**src/sfc_defs.vh**
```
// constants for the synthesizer frequency-control block
// Operation
// - band integer above 23 reads as 23
// - integer divide equals band integer plus 24
// - modulator accumulator wraps modulo 64000
// - modulator clocked by reference; carrier formula holds
// - band flag picks high band or divider
// - fraction sums carrier, offset and deviation
// - receive lowers synthesizer by 937.5 kHz
// - hop step counts in 10 kHz units
// - carrier adds channel times step times 10kHz
// - hop write in tx/rx retunes, then resumes
// - VCO calibration on change, power-up, force
// - fine RC calibration every 30 s enabled
// - forced full RC calibration lasts 2 ms
// - settle wait after bias wait, programmable
// - deviation step is 625 Hz both bands
// - signed offset step 156.25 Hz times band
`ifndef SFC_DEFS_VH
`define SFC_DEFS_VH
// ----------------------------------------
// register indices
// ----------------------------------------
`define SFC_ADDR_PLL_TUNE_TIMING 7'h53
`define SFC_ADDR_CALIBRATION_CONTROL 7'h55
`define SFC_ADDR_DEVIATION_HI 7'h71
`define SFC_ADDR_DEVIATION_LO 7'h72
`define SFC_ADDR_OFFSET_LO 7'h73
`define SFC_ADDR_OFFSET_HI 7'h74
`define SFC_ADDR_BAND_SELECT 7'h75
`define SFC_ADDR_FRACTION_HI 7'h76
`define SFC_ADDR_FRACTION_LO 7'h77
`define SFC_ADDR_HOP_CHANNEL 7'h79
`define SFC_ADDR_HOP_STEP 7'h7A
// ----------------------------------------
// fields and reset values
// ----------------------------------------
`define SFC_TUNE_BIAS_LSB 0
`define SFC_TUNE_SETTLE_LSB 3
`define SFC_CAL_VCO_FORCE_BIT 0
`define SFC_CAL_RC_FINE_EN_BIT 1
`define SFC_CAL_RC_FULL_BIT 2
`define SFC_BAND_HIGH_BIT 5
`define SFC_RST_PLL_TUNE_TIMING 8'hA2
`define SFC_RST_CALIBRATION_CONTROL 8'h00
`define SFC_RST_BAND_SELECT 8'h35
`define SFC_RST_BAND_INT 5'h15
`define SFC_RST_BAND_HIGH 1'b1
`define SFC_RST_FRACTION 16'h7D00
`define SFC_RST_DEVIATION 9'h000
`define SFC_RST_OFFSET 10'h000
// ----------------------------------------
// frequency arithmetic
// ----------------------------------------
`define SFC_BAND_INT_MAX 5'h17
`define SFC_N_OFFSET 7'h18
`define SFC_FRAC_MOD 32'h0000FA00
`define SFC_IF_UNITS_LOW 32'h00001770
`define SFC_HOP_UNITS_LOW 32'h00000040
`define SFC_DEV_UNITS_LOW 32'h00000004
// ----------------------------------------
// timing
// ----------------------------------------
`define SFC_CLK_PERIOD_NS 10
`define SFC_BIAS_UNIT_NS 5000
`define SFC_BIAS_UNIT_CYC (`SFC_BIAS_UNIT_NS / `SFC_CLK_PERIOD_NS)
`define SFC_SETTLE_UNIT_NS 10000
`define SFC_SETTLE_UNIT_CYC (`SFC_SETTLE_UNIT_NS / `SFC_CLK_PERIOD_NS)
`define SFC_RC_FINE_PERIOD_S 30
`define SFC_RC_FINE_CYC (`SFC_RC_FINE_PERIOD_S * (32'd1000000000 / `SFC_CLK_PERIOD_NS))
`define SFC_RC_FULL_US 2000
`define SFC_RC_FULL_CYC (`SFC_RC_FULL_US * 1000 / `SFC_CLK_PERIOD_NS)
`define SFC_VCO_CAL_NS 10000
`define SFC_VCO_CAL_CYC (`SFC_VCO_CAL_NS / `SFC_CLK_PERIOD_NS)
`endif

```
**src/sfc_synth_ctrl.v**
```verilog
// synthesizer frequency-control block: registers, divide word, modulator, sequencer
`timescale 1ns/1ns
`include "sfc_defs.vh"
module sfc_synth_ctrl #(
	parameter [31:0] RC_FINE_CYC = `SFC_RC_FINE_CYC,
	parameter [31:0] RC_FULL_CYC = `SFC_RC_FULL_CYC,
	parameter [31:0] VCO_CAL_CYC = `SFC_VCO_CAL_CYC,
	parameter [31:0] BIAS_UNIT_CYC = `SFC_BIAS_UNIT_CYC,
	parameter [31:0] SETTLE_UNIT_CYC = `SFC_SETTLE_UNIT_CYC
) (
	input wire clk_sys,
	input wire arst_n,
	input wire [6:0] reg_addr,
	input wire [7:0] reg_wdata,
	input wire reg_we,
	input wire reg_re,
	input wire tx_req,
	input wire rx_req,
	input wire tx_data,
	output reg [7:0] reg_rdata,
	output reg [6:0] div_int,
	output reg [15:0] div_frac,
	output reg [6:0] dsm_div,
	output reg div_half_en,
	output reg pll_en,
	output reg vco_cal_busy,
	output reg tx_active,
	output reg rx_active,
	output reg rc_fine_cal,
	output reg rc_full_busy
);
	// ----------------------------------------
	// sequencer states, one-hot
	// ----------------------------------------
	localparam [5:0] ST_IDLE = 6'h01;
	localparam [5:0] ST_BIAS = 6'h02;
	localparam [5:0] ST_VCAL = 6'h04;
	localparam [5:0] ST_SETTLE = 6'h08;
	localparam [5:0] ST_TX = 6'h10;
	localparam [5:0] ST_RX = 6'h20;

	// ----------------------------------------
	// register file storage
	// ----------------------------------------
	reg [7:0] tune_reg; // bias and settle fields
	reg [7:0] cal_ctrl_reg; // force and enable bits
	reg [8:0] dev_word_reg; // deviation word
	reg [9:0] ofs_word_reg; // signed offset word
	reg [4:0] band_int_reg; // clamped band integer
	reg band_high_reg; // high band flag
	reg [15:0] frac_word_reg; // carrier fraction word
	reg [7:0] hop_chan_reg; // hop channel number
	reg [7:0] hop_step_reg; // hop step size

	// ----------------------------------------
	// control state
	// ----------------------------------------
	reg [5:0] state_reg;
	reg [5:0] state_next;
	reg [31:0] cnt_reg; // shared sequencer countdown
	reg [31:0] cnt_next;
	reg cal_pend_reg; // VCO calibration owed
	reg [31:0] nominal_reg; // channel word without deviation or IF
	reg hop_wr_reg; // hop register touched, retune owed
	reg [15:0] acc_reg; // modulator accumulator
	reg [31:0] rc_period_cnt_reg; // fine RC interval counter
	reg [31:0] rc_full_cnt_reg; // full RC calibration counter

	// ----------------------------------------
	// decode helpers
	// ----------------------------------------
	wire wr_tune = reg_we && (reg_addr == `SFC_ADDR_PLL_TUNE_TIMING);
	wire wr_cal = reg_we && (reg_addr == `SFC_ADDR_CALIBRATION_CONTROL);
	wire wr_hop = reg_we && ((reg_addr == `SFC_ADDR_HOP_CHANNEL) || (reg_addr == `SFC_ADDR_HOP_STEP));
	wire [4:0] bias_field = {2'b00, tune_reg[`SFC_TUNE_BIAS_LSB +: 3]};
	wire [4:0] settle_field = tune_reg[`SFC_TUNE_SETTLE_LSB +: 5];
	wire rx_sel = rx_req && !tx_req; // transmit wins when both asked
	// wait length for a field, never below one cycle
	function [31:0] wait_cyc;
		input [4:0] field;
		input [31:0] unit;
		wait_cyc = (field == 5'h00) ? 32'h00000000 : field * unit - 32'h00000001;
	endfunction
	// ----------------------------------------
	// register writes
	// ----------------------------------------
	// force bits self-clear, VCO force once taken and full RC when its run ends, but a new write of 1 in that cycle wins
	always @(posedge clk_sys or negedge arst_n) begin
		if (!arst_n) begin
			tune_reg <= `SFC_RST_PLL_TUNE_TIMING;
			cal_ctrl_reg <= `SFC_RST_CALIBRATION_CONTROL;
			dev_word_reg <= `SFC_RST_DEVIATION;
			ofs_word_reg <= `SFC_RST_OFFSET;
			band_int_reg <= `SFC_RST_BAND_INT;
			band_high_reg <= `SFC_RST_BAND_HIGH;
			frac_word_reg <= `SFC_RST_FRACTION;
			hop_chan_reg <= 8'h00;
			hop_step_reg <= 8'h00;
		end else begin
			cal_ctrl_reg[`SFC_CAL_VCO_FORCE_BIT] <= 1'b0; // taken into the pending flag
			if (rc_full_cnt_reg == 32'h00000001) begin
				cal_ctrl_reg[`SFC_CAL_RC_FULL_BIT] <= 1'b0; // full RC run done
			end
			if (wr_tune) begin
				tune_reg <= reg_wdata;
			end else if (wr_cal) begin
				cal_ctrl_reg <= reg_wdata;
			end else if (reg_we && reg_addr == `SFC_ADDR_DEVIATION_HI) begin
				dev_word_reg[8] <= reg_wdata[0];
			end else if (reg_we && reg_addr == `SFC_ADDR_DEVIATION_LO) begin
				dev_word_reg[7:0] <= reg_wdata;
			end else if (reg_we && reg_addr == `SFC_ADDR_OFFSET_LO) begin
				ofs_word_reg[7:0] <= reg_wdata;
			end else if (reg_we && reg_addr == `SFC_ADDR_OFFSET_HI) begin
				ofs_word_reg[9:8] <= reg_wdata[1:0];
			end else if (reg_we && reg_addr == `SFC_ADDR_BAND_SELECT) begin
				band_high_reg <= reg_wdata[`SFC_BAND_HIGH_BIT];
				band_int_reg <= (reg_wdata[4:0] > `SFC_BAND_INT_MAX) ? `SFC_BAND_INT_MAX : reg_wdata[4:0];
			end else if (reg_we && reg_addr == `SFC_ADDR_FRACTION_HI) begin
				frac_word_reg[15:8] <= reg_wdata;
			end else if (reg_we && reg_addr == `SFC_ADDR_FRACTION_LO) begin
				frac_word_reg[7:0] <= reg_wdata;
			end else if (reg_we && reg_addr == `SFC_ADDR_HOP_CHANNEL) begin
				hop_chan_reg <= reg_wdata;
			end else if (reg_we && reg_addr == `SFC_ADDR_HOP_STEP) begin
				hop_step_reg <= reg_wdata;
			end
		end
	end
	// ----------------------------------------
	// register reads, one cycle after the strobe
	// ----------------------------------------
	always @(posedge clk_sys or negedge arst_n) begin
		if (!arst_n) begin
			reg_rdata <= 8'h00;
		end else if (reg_re) begin
			if (reg_addr == `SFC_ADDR_PLL_TUNE_TIMING) begin
				reg_rdata <= tune_reg;
			end else if (reg_addr == `SFC_ADDR_CALIBRATION_CONTROL) begin
				reg_rdata <= cal_ctrl_reg;
			end else if (reg_addr == `SFC_ADDR_DEVIATION_HI) begin
				reg_rdata <= {7'h00, dev_word_reg[8]};
			end else if (reg_addr == `SFC_ADDR_DEVIATION_LO) begin
				reg_rdata <= dev_word_reg[7:0];
			end else if (reg_addr == `SFC_ADDR_OFFSET_LO) begin
				reg_rdata <= ofs_word_reg[7:0];
			end else if (reg_addr == `SFC_ADDR_OFFSET_HI) begin
				reg_rdata <= {6'h00, ofs_word_reg[9:8]};
			end else if (reg_addr == `SFC_ADDR_BAND_SELECT) begin
				reg_rdata <= {2'h0, band_high_reg, band_int_reg};
			end else if (reg_addr == `SFC_ADDR_FRACTION_HI) begin
				reg_rdata <= frac_word_reg[15:8];
			end else if (reg_addr == `SFC_ADDR_FRACTION_LO) begin
				reg_rdata <= frac_word_reg[7:0];
			end else if (reg_addr == `SFC_ADDR_HOP_CHANNEL) begin
				reg_rdata <= hop_chan_reg;
			end else if (reg_addr == `SFC_ADDR_HOP_STEP) begin
				reg_rdata <= hop_step_reg;
			end else begin
				reg_rdata <= 8'h00; // unmapped reads as zero
			end
		end
	end

	// ----------------------------------------
	// divide word arithmetic
	// ----------------------------------------
	// all terms are in fraction LSBs of 156.25 Hz times (band flag + 1);
	// the high band halves every fixed-Hz term, so those shift right once
	reg [31:0] nominal_next;
	reg [31:0] word_next;
	reg [31:0] dev_units;
	reg [31:0] int_full;
	reg [31:0] frac_full; // remainder left after the integer part
	always @* begin
		nominal_next = ({27'h0, band_int_reg} + {25'h0, `SFC_N_OFFSET}) * `SFC_FRAC_MOD;
		nominal_next = nominal_next + {16'h0, frac_word_reg};
		nominal_next = nominal_next + {{22{ofs_word_reg[9]}}, ofs_word_reg};
		nominal_next = nominal_next + ((({24'h0, hop_step_reg} * {24'h0, hop_chan_reg}) * `SFC_HOP_UNITS_LOW)
			>> band_high_reg);
		dev_units = ({23'h0, dev_word_reg} * `SFC_DEV_UNITS_LOW) >> band_high_reg;
		word_next = nominal_reg;
		if (state_reg == ST_TX) begin
			word_next = tx_data ? nominal_reg + dev_units : nominal_reg - dev_units;
		end else if (rx_sel) begin
			word_next = nominal_reg - (`SFC_IF_UNITS_LOW >> band_high_reg);
		end
		int_full = word_next / `SFC_FRAC_MOD;
		frac_full = word_next - int_full * `SFC_FRAC_MOD;
	end
	// integer and fraction move together on one edge, so the modulator
	// never sees a half-updated pair
	always @(posedge clk_sys or negedge arst_n) begin
		if (!arst_n) begin
			nominal_reg <= 32'h00000000;
			div_int <= 7'h00;
			div_frac <= 16'h0000;
			div_half_en <= 1'b0;
		end else begin
			nominal_reg <= nominal_next;
			div_int <= int_full[6:0];
			div_frac <= frac_full[15:0];
			div_half_en <= !band_high_reg;
		end
	end

	// ----------------------------------------
	// modulator accumulator on the reference clock
	// ----------------------------------------
	// first-order stage only; the carry dithers the integer so the mean is N + F
	wire [16:0] acc_sum = {1'b0, acc_reg} + {1'b0, div_frac};
	wire acc_carry = (acc_sum >= `SFC_FRAC_MOD);
	wire [31:0] acc_wrap = {15'h0000, acc_sum} - `SFC_FRAC_MOD; // sum less one modulus
	always @(posedge clk_sys or negedge arst_n) begin
		if (!arst_n) begin
			acc_reg <= 16'h0000;
			dsm_div <= 7'h00;
		end else begin
			acc_reg <= acc_carry ? acc_wrap[15:0] : acc_sum[15:0];
			dsm_div <= div_int + {6'h00, acc_carry};
		end
	end
	// ----------------------------------------
	// VCO calibration bookkeeping
	// ----------------------------------------
	// pending at reset for the power-up run; a new event beats the clear
	always @(posedge clk_sys or negedge arst_n) begin
		if (!arst_n) begin
			cal_pend_reg <= 1'b1;
			hop_wr_reg <= 1'b0;
		end else begin
			cal_pend_reg <= (cal_pend_reg && state_next != ST_VCAL) || (nominal_next != nominal_reg)
				|| cal_ctrl_reg[`SFC_CAL_VCO_FORCE_BIT];
			hop_wr_reg <= (hop_wr_reg && state_next != ST_BIAS) || wr_hop;
		end
	end
	// ----------------------------------------
	// tune sequencer
	// ----------------------------------------
	always @* begin
		state_next = state_reg;
		cnt_next = (cnt_reg == 32'h00000000) ? cnt_reg : cnt_reg - 32'h00000001;
		case (state_reg)
			ST_IDLE: begin
				if (tx_req || rx_req) begin
					state_next = ST_BIAS;
					cnt_next = wait_cyc(bias_field, BIAS_UNIT_CYC);
				end
			end
			ST_BIAS: begin
				if (cnt_reg == 32'h00000000) begin
					if (cal_pend_reg) begin
						state_next = ST_VCAL;
						cnt_next = VCO_CAL_CYC - 32'h00000001;
					end else begin
						state_next = ST_SETTLE;
						cnt_next = wait_cyc(settle_field, SETTLE_UNIT_CYC);
					end
				end
			end
			ST_VCAL: begin
				if (cnt_reg == 32'h00000000) begin
					state_next = ST_SETTLE;
					cnt_next = wait_cyc(settle_field, SETTLE_UNIT_CYC);
				end
			end
			ST_SETTLE: begin
				if (cnt_reg == 32'h00000000) begin
					state_next = tx_req ? ST_TX : (rx_req ? ST_RX : ST_IDLE);
				end
			end
			default: begin
				// transmit or receive: a hop write or owed calibration retunes, then resumes
				if (!(tx_req || rx_req)) begin
					state_next = ST_IDLE;
				end else if (hop_wr_reg || cal_pend_reg) begin
					state_next = ST_BIAS;
					cnt_next = wait_cyc(bias_field, BIAS_UNIT_CYC);
				end else if (state_reg == ST_TX && !tx_req) begin
					state_next = ST_RX;
				end else if (state_reg == ST_RX && tx_req) begin
					state_next = ST_TX;
				end
			end
		endcase
	end

	// sequencer flops and its status outputs
	always @(posedge clk_sys or negedge arst_n) begin
		if (!arst_n) begin
			state_reg <= ST_IDLE;
			cnt_reg <= 32'h00000000;
			pll_en <= 1'b0;
			vco_cal_busy <= 1'b0;
			tx_active <= 1'b0;
			rx_active <= 1'b0;
		end else begin
			state_reg <= state_next;
			cnt_reg <= cnt_next;
			pll_en <= (state_next != ST_IDLE);
			vco_cal_busy <= (state_next == ST_VCAL);
			tx_active <= (state_next == ST_TX);
			rx_active <= (state_next == ST_RX);
		end
	end

	// ----------------------------------------
	// RC oscillator calibration timers
	// ----------------------------------------
	// the fine interval restarts whenever the enable drops
	always @(posedge clk_sys or negedge arst_n) begin
		if (!arst_n) begin
			rc_period_cnt_reg <= 32'h00000000;
			rc_fine_cal <= 1'b0;
			rc_full_cnt_reg <= 32'h00000000;
			rc_full_busy <= 1'b0;
		end else begin
			rc_fine_cal <= 1'b0;
			if (!cal_ctrl_reg[`SFC_CAL_RC_FINE_EN_BIT]) begin
				rc_period_cnt_reg <= 32'h00000000;
			end else if (rc_period_cnt_reg >= RC_FINE_CYC - 32'h00000001) begin
				rc_period_cnt_reg <= 32'h00000000;
				rc_fine_cal <= 1'b1;
			end else begin
				rc_period_cnt_reg <= rc_period_cnt_reg + 32'h00000001;
			end
			if (rc_full_cnt_reg != 32'h00000000) begin
				rc_full_cnt_reg <= rc_full_cnt_reg - 32'h00000001;
				rc_full_busy <= (rc_full_cnt_reg != 32'h00000001);
			end else if (cal_ctrl_reg[`SFC_CAL_RC_FULL_BIT]) begin
				rc_full_cnt_reg <= RC_FULL_CYC;
				rc_full_busy <= 1'b1;
			end
		end
	end
endmodule

```
**config.mk**
```make
export PLATFORM = sky130hd
export DESIGN_NAME = sfc_synth_ctrl
export DESIGN_NICKNAME = d
export VERILOG_FILES = /design/src/sfc_synth_ctrl.v
export VERILOG_INCLUDE_DIRS = /design/src
export SDC_FILE = /design/constraint.sdc
export NUM_CORES = 1
export LEC_CHECK = 0
export BUFFER_PORTS_ARGS = -buffer_cell sky130_fd_sc_hd__buf_2
export CORE_UTILIZATION = 55
export CTS_BUF_LIST = sky130_fd_sc_hd__clkbuf_8
export CTS_CLUSTER_DIAMETER = 80
export DETAILED_ROUTE_END_ITERATION = 12
export PLACE_DENSITY = 0.76
export SLEW_MARGIN = 20
export SYNTH_ARGS = -nofsm -noshare
export SYNTH_HDL_FRONTEND = slang
export SYNTH_SLANG_ARGS = --single-unit
```
**constraint.sdc**
```tcl
create_clock -name clk_sys -period 20.5 [get_ports clk_sys]
set_clock_uncertainty 0.15 [all_clocks]
set_input_delay 2.05 -clock clk_sys [delete_from_list [all_inputs] [get_ports clk_sys]]
set_output_delay 2.05 -clock clk_sys [all_outputs]
set_load 0.02 [all_outputs]
```
# After elaboration in Yosys (flattened, before gate mapping)
# Cells that the tools add are included.
# Widths: inputs -> output; s select.
dict set report totals {
  input_bits 22
  regBits 270
  output_inout_bits 45
  wordCells 185
}
dict set report classes {
  div 1
  n_shift 3
  multipliers 5
  reduce_logical 40
  eq_ne 26
  addsub 16
  bitwise_logic 10
  muxes 49
  order_cmp 3
}
# op n
set op_table {}
lappend op_table {{$mux 32} 16}
lappend op_table {{$pmux 32 s4} 1}
lappend op_table {{$mux 8} 11}
lappend op_table {{$eq 7x7->1 const B} 11}
lappend op_table {{$add 32x32->32} 2}
lappend op_table {{$sub 32x1->32 const B} 2}
lappend op_table {{$sub 32x32->32} 2}
lappend op_table {{$mux 6} 10}
lappend op_table {{$add 32x1->32 const B} 1}
lappend op_table {{$div 32x16->32 const B} 1}
lappend op_table {{$eq 32x1->1 const B} 1}
lappend op_table {{$ge 32x32->1 const B} 1}
lappend op_table {{$logic_not 32->1} 1}
lappend op_table {{$mul 32x7->7 const B} 1}
lappend op_table {{$ne 32x1->1 const B} 1}
lappend op_table {{$ne 32x32->1} 1}
lappend op_table {{$reduce_bool 32->1} 1}
lappend op_table {{$shr 11x1->32} 1}
lappend op_table {{$shr 13x1->32 const A} 1}
lappend op_table {{$shr 22x1->32} 1}
lappend op_table {{$add 24x10->25} 1}
lappend op_table {{$pmux 6 s4} 1}
lappend op_table {{$add 22x16->23} 1}
lappend op_table {{$add 16x16->17} 1}
lappend op_table {{42 further kinds} 82}

# Logic depth before layout (Yosys ltp)
# Gate-level depths: netlist of the first run.
dict set report logic_depth {
  ltp_word 12
  ltp_mapped 81
  ltp_nobuf 71
}

# Least setup slack after synthesis of the first run
# Ideal clock, no wire load.
dict set report synth_timing {
  path_kind {input to register}
  from {in tx_data}
  to {reg div_frac[15]}
  required_time_ns 20.270
  t_arrival_ns 18.374
  path_slack_ns 1.896
  n_path_buf 6
  cell_stages 67
  setup_ns 0.080
  cell_sequence {clkbuf_1 -> buf_1 -> a21oi_1 -> inv_1 -> fa_1 -> nor2b_1 -> o2111ai_1 -> a211o_1 -> o211a_1 -> o31a_1 -> xor2_1 -> o21ai_2 -> or4_4 -> and3_4 -> a2111o_1 -> o221a_1 -> or2_1 -> a311o_1 -> [31 not listed] -> a32oi_1 -> o2111ai_1 -> nand4_1 -> ha_1 -> ha_1 -> inv_1 -> fa_1 -> inv_1 -> fa_1 -> ha_1 -> xor2_1 -> ha_1 -> a21oi_1 -> xnor2_1 -> xnor2_1 -> xnor2_1 -> xnor2_1 -> xnor2_1}
}
dict set report synth_via {
  elab_chain_cells 5
}
# element line_no
set synth_lines {}
lappend synth_lines {{from (decl)} sfc_synth_ctrl.v:19} ;# input wire tx_data,
lappend synth_lines {{$mux 32} sfc_synth_ctrl.v:184} ;# word_next = tx_data ? nominal_reg + dev_units : nominal_reg - dev_units;
lappend synth_lines {{$mux 32} sfc_synth_ctrl.v:183} ;# if (state_reg == ST_TX) begin
lappend synth_lines {{$div 32x16->32 (no source line)} -}
lappend synth_lines {{named net int_full[0]} sfc_synth_ctrl.v:173} ;# reg [31:0] int_full;
lappend synth_lines {{$mul 32x7->7 (no source line)} -}
lappend synth_lines {{$sub 16x16->16 (no source line)} -}
lappend synth_lines {{named net frac_full[15]} sfc_synth_ctrl.v:174} ;# reg [31:0] frac_full;
lappend synth_lines {{to (signal assigned)} sfc_synth_ctrl.v:202} ;# div_frac <= frac_full[15:0];
lappend synth_lines {{to (decl)} sfc_synth_ctrl.v:22} ;# output reg [15:0] div_frac,
# The timed path passes the listed nets, and every way through them passes these cells.
# A chain may end at the register's enable or synchronous reset.

# Final worst setup path of the first run
dict set report layout_timing {
  from {reg band_high_reg}
  to {reg div_frac[15]}
}
dict set report layout_via {
  elab_chain_cells 7
  word_cells_on_any_way 11
  cone_classes {4 x add/sub; 1 x mul; 1 x div; 2 x shift; 3 x mux}
}
# element line_no
set layout_lines {}
lappend layout_lines {{from (decl)} sfc_synth_ctrl.v:50} ;# reg band_high_reg;
lappend layout_lines {{from (signal assigned)} sfc_synth_ctrl.v:95} ;# band_high_reg <= `SFC_RST_BAND_HIGH;
lappend layout_lines {{from (signal assigned)} sfc_synth_ctrl.v:117} ;# band_high_reg <= reg_wdata[`SFC_BAND_HIGH_BIT];
lappend layout_lines {{$shr 13x1->32 (no source line) / $shr 11x1->32 (equally long branches)} -}
lappend layout_lines {{$sub 32x32->32, or another cell as far along} sfc_synth_ctrl.v:186} ;# word_next = nominal_reg - (`SFC_IF_UNITS_LOW >> band_high_reg);
lappend layout_lines {{$mux 32, on equally long branches} {sfc_synth_ctrl.v:185, sfc_synth_ctrl.v:184}}
lappend layout_lines {{$mux 32 *} sfc_synth_ctrl.v:183}
lappend layout_lines {{$div 32x16->32 (no source line) *} -}
lappend layout_lines {{named net int_full[0]} sfc_synth_ctrl.v:173}
lappend layout_lines {{$mul 32x7->7 (no source line) *} -}
lappend layout_lines {{$sub 16x16->16 (no source line) *} -}
lappend layout_lines {{named net frac_full[15]} sfc_synth_ctrl.v:174}
# Mark *: on every way through the listed nets, which the timed path passes. The rest lies on a longest branch.

==> summary.md, run 1 <==
| Metric | Value |
|---|---|
| Outcome | `finished, final reports clean` |
| Main combinational cell family by area after synthesis | `compound AO/OA/AOI/OAI gates` |
| Worst hold path type | `reg2reg` |
| Area Growth Syn to Fin | `8.84%` |
| Non-Filler Instances | `4043` |
| R2R Path Start | `band_high_reg$_DFFE_PN1P_` |
| Largest delay share family, worst path | `compound AO/OA/AOI/OAI gates` |
| CP Depth | `a little over 70` |
| Final period util | `95.5%` |
| Clock latency at the later pin of the worst-skew pair | `0.64 ns` |
| Hpwl dp | `59400 µm` |
| Slew Viols, Final | `0` |
| Mux share of post-synthesis cell area | `4.00%` |
| Number of global-route vias before repair | `24400` |
| Gr usage total | `between 20% and 30%` |
| Cell accounting for the most synthesized area | `dfrtp_1` |
| # port buffers | `66` |
| Critical path required time | `20.89 ns` |
| R2R Path End | `div_frac[15]$_DFF_PN0_` |
| Primary FF master, synth | `dfrtp_1` |
| Max-cap check violation count | `0` |
| Initial antenna violation count | `2` |
| Fin crit period | `19.59 ns` |
| Clock Path Buffers | `3` |
| Final Net Count | `3648` |
| Drt first pass iters | `9` |
| Core area | `roughly 50000 µm²` |
| Remaining Overflow, GRT | `0` |
| GR Util met2 | `50.2%` |
| XOR/XNOR Fraction of Synth Area | `between 10% and 20%` |
| R2R Setup Slk | `0.91 ns` |
| Sequential-to-total area share from yosys stat | `24.3%` |
| Syn Std Cell Area | `27900 µm²` |
| Yosys cell types | `134` |
| DRC Markers | `0` |
| TritonCTS Buffers | `46` |
| Post-Synth Simple-Gate Area | `roughly a fifth` |
| Yosys top cell area share | `a little under a quarter` |
| Die Ht | `around 230 µm` |
| Root buffer cell | `clkbuf_8` |
| Adder-cell share of the synthesized area | `15.2%` |
| Initial drt markers | `2299` |
| Worst Path Buf+Inv | `5` |
| Largest net degree at the start of global routing | `111` |
| Area contributors post-synth | `dfrtp_1, ha_1, xnor2_1` |
| Routed length per instance | `19.1 µm` |
| Warnings from Yosys | `0` |
| Complex-gate fraction of the synthesized area | `22.1%` |
| Relative slew slack | `34.5%` |
| Clock sink count | `270` |
| Grt peak-use layer | `met2` |
| First-pass GRT wire length | `between 100000 and 150000 µm` |
| Worst Path Arrival | `19.97 ns` |
| Worst-margin pin slew | `0.983 ns` |
| Post-Syn Area per Cell | `8.52 µm²` |
| Initial Util | `approximately 56%` |
| Die X | `227 µm` |
| Reg2reg path depth | `72` |
| Commonest non-fill, non-tap cell in the layout | `nand2_1` |
| Fillers | `around 4400` |
| Synthesized flop and latch total | `270` |
| Crit-path slowest cell | `or4_4` |
| Syn nets | `3591` |
| Startpoint types | `register` |
| Highest clock rate | `0.0511 GHz` |
| Commonest non-fill, non-tap cells in the layout | `nand2_1, dfrtp_1, nor2_1, inv_1, ha_1` |
| Worst path max stage delay | `0.56 ns` |
| Post-synth EDFFs | `0` |
| CP Class | `reg2reg` |
| Syn Inst Count | `3275` |
| FFs w/ async S/R, synth | `100%` |
| Critical path origin | `band_high_reg$_DFFE_PN1P_` |
| CTS clock-pin slew for the worst setup and hold paths | `0.07 ns` |
| Worst setup endpoint | `div_frac[15]$_DFF_PN0_` |
| Worst Setup End Kind | `register` |
| Die area | `around 52000 µm²` |
| Final wirelength | `approximately 77000 µm` |
| CTS tree | `built` |
| Htree depth | `2` |
| Ports | `67` |
| Met1 global-route usage | `37.8%` |
| # placed instances | `between 3000 and 4000` |
| Vias/cell | `6.26` |
| Critical Path Fanout Max | `10` |
| Vias | `25300` |
| Met3 usage | `3.50%` |
| Final hold vios | `0` |
| Layout cells sized above 1 | `13.0%` |
| # rows | `82` |
| Post-CTS Hold Buffers | `0` |
| GP Congestion | `0.988` |
| Setup Viol. Count Final | `0` |
| Post-route ant nets | `0` |
logic make-up after synthesis:
| group | count (synthesis) |
|---|---|
| DFF | 270 |
| adders and majority gates | 299 |
| and+or+nand+nor | 1088 |
| buffers and inverters | 336 |
| xor gates and xnor gates | 316 |
| muxes | 102 |
| AOI/OAI and AO/OA | 864 |
layout make-up:
class | count | area [µm²] | share of cell area, %
clock buffers | 57 | 785 | 2.58
inverters | 233 | 875 | 2.88
multi-input cells | 2669 | 20100 | 66.3
diodes | 3 | 7.51 | 0.0247
repair buffers | 112 | 689 | 2.27
clock inverters | 27 | 259 | 0.853
well taps | 672 | 841 | 2.77
flip-flops and latches | 270 | 6780 | 22.3
worst register-to-register path, delay by kind of cell, from the launching register on:
| kind | cells | cell delay (ns) |
|---|---|---|
| multiplexers | 3 | 0.90 |
| AND/OR/NAND/NOR | 18 | 5.00 |
| flip-flops | 1 | 0.55 |
| XOR/XNOR | 9 | 1.48 |
| AO/OA/AOI/OAI | 29 | 7.85 |
| adder cells (fa/ha/maj) | 8 | 2.88 |
| buffers and inverters | 5 | 0.67 |
routing by layer:
metal  routed length [µm]  share of wire (%)
met5                    0                  0
met4                 2960                3.8
met3                 4410                5.7
met2                37500                 49
met1                32300                 42
synthesized netlist by cell type (all sizes together), types with 45 or more instances:
cell type,n
a21oi,228
xnor2,214
mux2,73
ha,225
inv,232
nor3,86
o21bai,65
o21ai,148
xor2,102
nand2,337
nor2,249
nand3,77
nor4,45
clkbuf,74
dfrtp,255
a31oi,45
fa,69
and2,62
what timing repair did:
item,CTS,global route
setup buffers,0,8
gates resized for setup,0,55
endpoints found under the setup margin,0,2
worst min-delay path by stage:
stage / to / depth (start not counted) / from
finish: rc_full_cnt_reg[29]$_DFFE_PN0P_ / 1 / rc_full_cnt_reg[29]$_DFFE_PN0P_
global route: div_frac[0]$_DFF_PN0_ / 0 / nominal_reg[0]$_DFF_PN0_
global placement: div_frac[0]$_DFF_PN0_ / 0 / nominal_reg[0]$_DFF_PN0_
floorplan: div_frac[0]$_DFF_PN0_ / 0 / nominal_reg[0]$_DFF_PN0_
detailed placement: div_frac[0]$_DFF_PN0_ / 0 / nominal_reg[0]$_DFF_PN0_
CTS: div_frac[0]$_DFF_PN0_ / 0 / nominal_reg[0]$_DFF_PN0_
through the flow:
stage / setup WS, ns / TNS (ns) / hold slack (ns) / instance area [µm²] / utilization, %
after CTS: 0.344 / 0 / 0.321 / 30000 / 59.9
after floorplan: 1.90 / 0 / 0.222 / 27900 / -
after detailed placement: -0.117 / -0.117 / 0.285 / 28900 / 57.8
final: 0.914 / 0 / 0.319 / 30400 / 60.7
after global placement: 0.539 / 0 / 0.282 / 28900 / 57.8
after global routing: -0.206 / -0.206 / 0.321 / 30400 / 60.7
Power of run 1 is left out: the tool's default activity adds up to more than one toggle a clock period on the data nets, which glitch-free logic cannot reach.
==> run 2: changes to the inputs <==
- GPL_ROUTABILITY_DRIVEN: unset -> 0
- REMOVE_ABC_BUFFERS: unset -> 1
==> run 2 against run 1 <==
Final cell count fell by 0.17%. Wire length decreased by 4.6%. Clock-buffer cell count grew 4. Maximum frequency decreased by 1.1%. Die area unchanged. Worst setup slack got worse by 0.21 ns. Sequential share of layout area is essentially flat. Non-clock buffer count is 14 lower.
==> summary.md, run 2 (synthesized netlist as in run 1, its figures left out) <==
| Metric | Value |
|---|---|
| Max-cap check violation count | `0` |
| First-pass GRT wire length | `121000 µm` |
| Die X | `227 µm` |
| Initial antenna violation count | `1` |
| Final wirelength | `73600 µm` |
| Gr usage total | `between 20% and 30%` |
| Startpoint types | `register` |
| Critical Path Fanout Max | `11` |
| Commonest non-fill, non-tap cells in the layout | `nand2_1, dfrtp_1, inv_1, nor2_1, ha_1` |
| Largest net degree at the start of global routing | `~110` |
| Htree depth | `2` |
| Storage element area | `6780 µm²` |
| Clock sink count | `270` |
| # placed instances | `3928` |
| Multi-input logic area | `20200 µm²` |
| Core area | `50100 µm²` |
| Clock Path Buffers | `3` |
| Outcome | `finished, final reports clean` |
| Worst Path Arrival | `20.21 ns` |
| Drt first pass iters | `8` |
| Hold slack | `0.243 ns` |
| Area Growth Syn to Fin | `8.93%` |
| Setup Viol. Count Final | `0` |
| Ports | `67` |
| Final Net Count | `~3600` |
| Die Ht | `227 µm` |
| CTS clock-pin slew for the worst setup and hold paths | `0.07 ns` |
| Highest clock rate | `0.0505 GHz` |
| Number of global-route vias before repair | `24700` |
| Root buffer cell | `clkbuf_8` |
| Worst hold path type | `reg2reg` |
| Remaining Overflow, GRT | `0` |
| Relative slew slack | `24.4%` |
| TNS Setup | `0 ns` |
| CTS tree | `built` |
| Post-route ant nets | `0` |
| Final period util | `a little over nine tenths` |
| Hpwl dp | `~56000 µm` |
| # port buffers | `66` |
| R2R Setup Slk | `0.71 ns` |
| DRC Markers | `0` |
| Most used cell, CP | `a21oi_1` |
| Cells on Worst Hold Path | `0` |
| Die area | `just over 50000 µm²` |
| # rows | `82` |
| Fin crit period | `19.79 ns` |
| Post-placement cell area | `28800 µm²` |
| Routed length per instance | `~18 µm` |
| Vias | `25700` |
| Non-Filler Instances | `4036` |
| Layout cells sized above 1 | `13.0%` |
| Initial Util | `55.7%` |
| Fillers | `around 4300` |
| Worst Setup End Kind | `register` |
| Slew Viols, Final | `0` |
| CP Class | `reg2reg` |
| Final hold vios | `0` |
| Vias/cell | `6.37` |
| TritonCTS Buffers | `50` |
| Clock latency at the later pin of the worst-skew pair | `between 0.6 and 0.7 ns` |
| Commonest non-fill, non-tap cell in the layout | `nand2_1` |
| Post-layout instance area | `roughly 30000 µm²` |
| Crit-path slowest cell | `dfstp_2` |
| Worst-margin pin slew | `approximately 1.1 ns` |
| Critical path required time | `20.91 ns` |
| Initial drt markers | `2580` |
| Reg2reg path depth | `72` |
| Post-CTS Hold Buffers | `0` |
| Worst path max stage delay | `0.66 ns` |
-- run 2: path summary, 6_finish.rpt --
check,endpoint,from
setup / recovery,div_frac[15]$_DFF_PN0_,band_high_reg$_DFFE_PN1P_
hold / removal,div_frac[0]$_DFF_PN0_,nominal_reg[0]$_DFF_PN0_
setup reg to reg,div_frac[15]$_DFF_PN0_,band_high_reg$_DFFE_PN1P_
hold reg to reg,div_frac[0]$_DFF_PN0_,nominal_reg[0]$_DFF_PN0_
max in group asynchronous,rc_full_cnt_reg[23]$_DFFE_PN0P_,arst_n
min in group asynchronous,cnt_reg[26]$_DFF_PN0_,arst_n
-- run 2: metrics by stage --
stage,util (%),setup slack [ns]
5_1_grt,60.7,-0.182
6_report,60.7,0.705
3_3_place_gp,57.5,0.600
2_1_floorplan,-,1.34
4_1_cts,59.6,0.226
3_5_place_dp,57.5,-0.225
-- run 2: worst max-delay path, delay by kind of cell, from the launching register on --
| kind | cells | cell delay (ns) |
|---|---|---|
| simple gates | 17 | 4.89 |
| mux | 2 | 0.61 |
| flops | 1 | 0.66 |
| xor+xnor | 9 | 1.94 |
| compound gates | 30 | 7.65 |
| buf+inv | 6 | 0.87 |
| fa+ha+maj | 8 | 2.90 |
-- run 2: routing by layer --
metal	wire length (µm)	vias up	GRT usage (%)
met5	0	-	0
met4	2140	0	9.05
met3	5420	209	3.92
met2	34900	1170	47.9
met1	31100	12400	37.2
li1	-	11900	-
-- run 2: what timing repair did --
| action | 4_1_cts | 5_1_grt |
|---|---|---|
| endpoints found under the setup margin | 0 | 2 |
| resized for setup | 0 | 70 |
| buffers inserted | 0 | 14 |
-- run 2: cell type report --
class,instances,area share [%]
Tap cell,672,2.77
Multi-Input combinational cell,2670,66.6
Inverter,233,2.88
Antenna cell,1,0.00823
Sequential cell,270,22.3
Timing Repair Buffer,98,1.92
Clock buffer,61,2.76
Clock inverter,31,0.778
Power of run 2 is left out for the same reason.
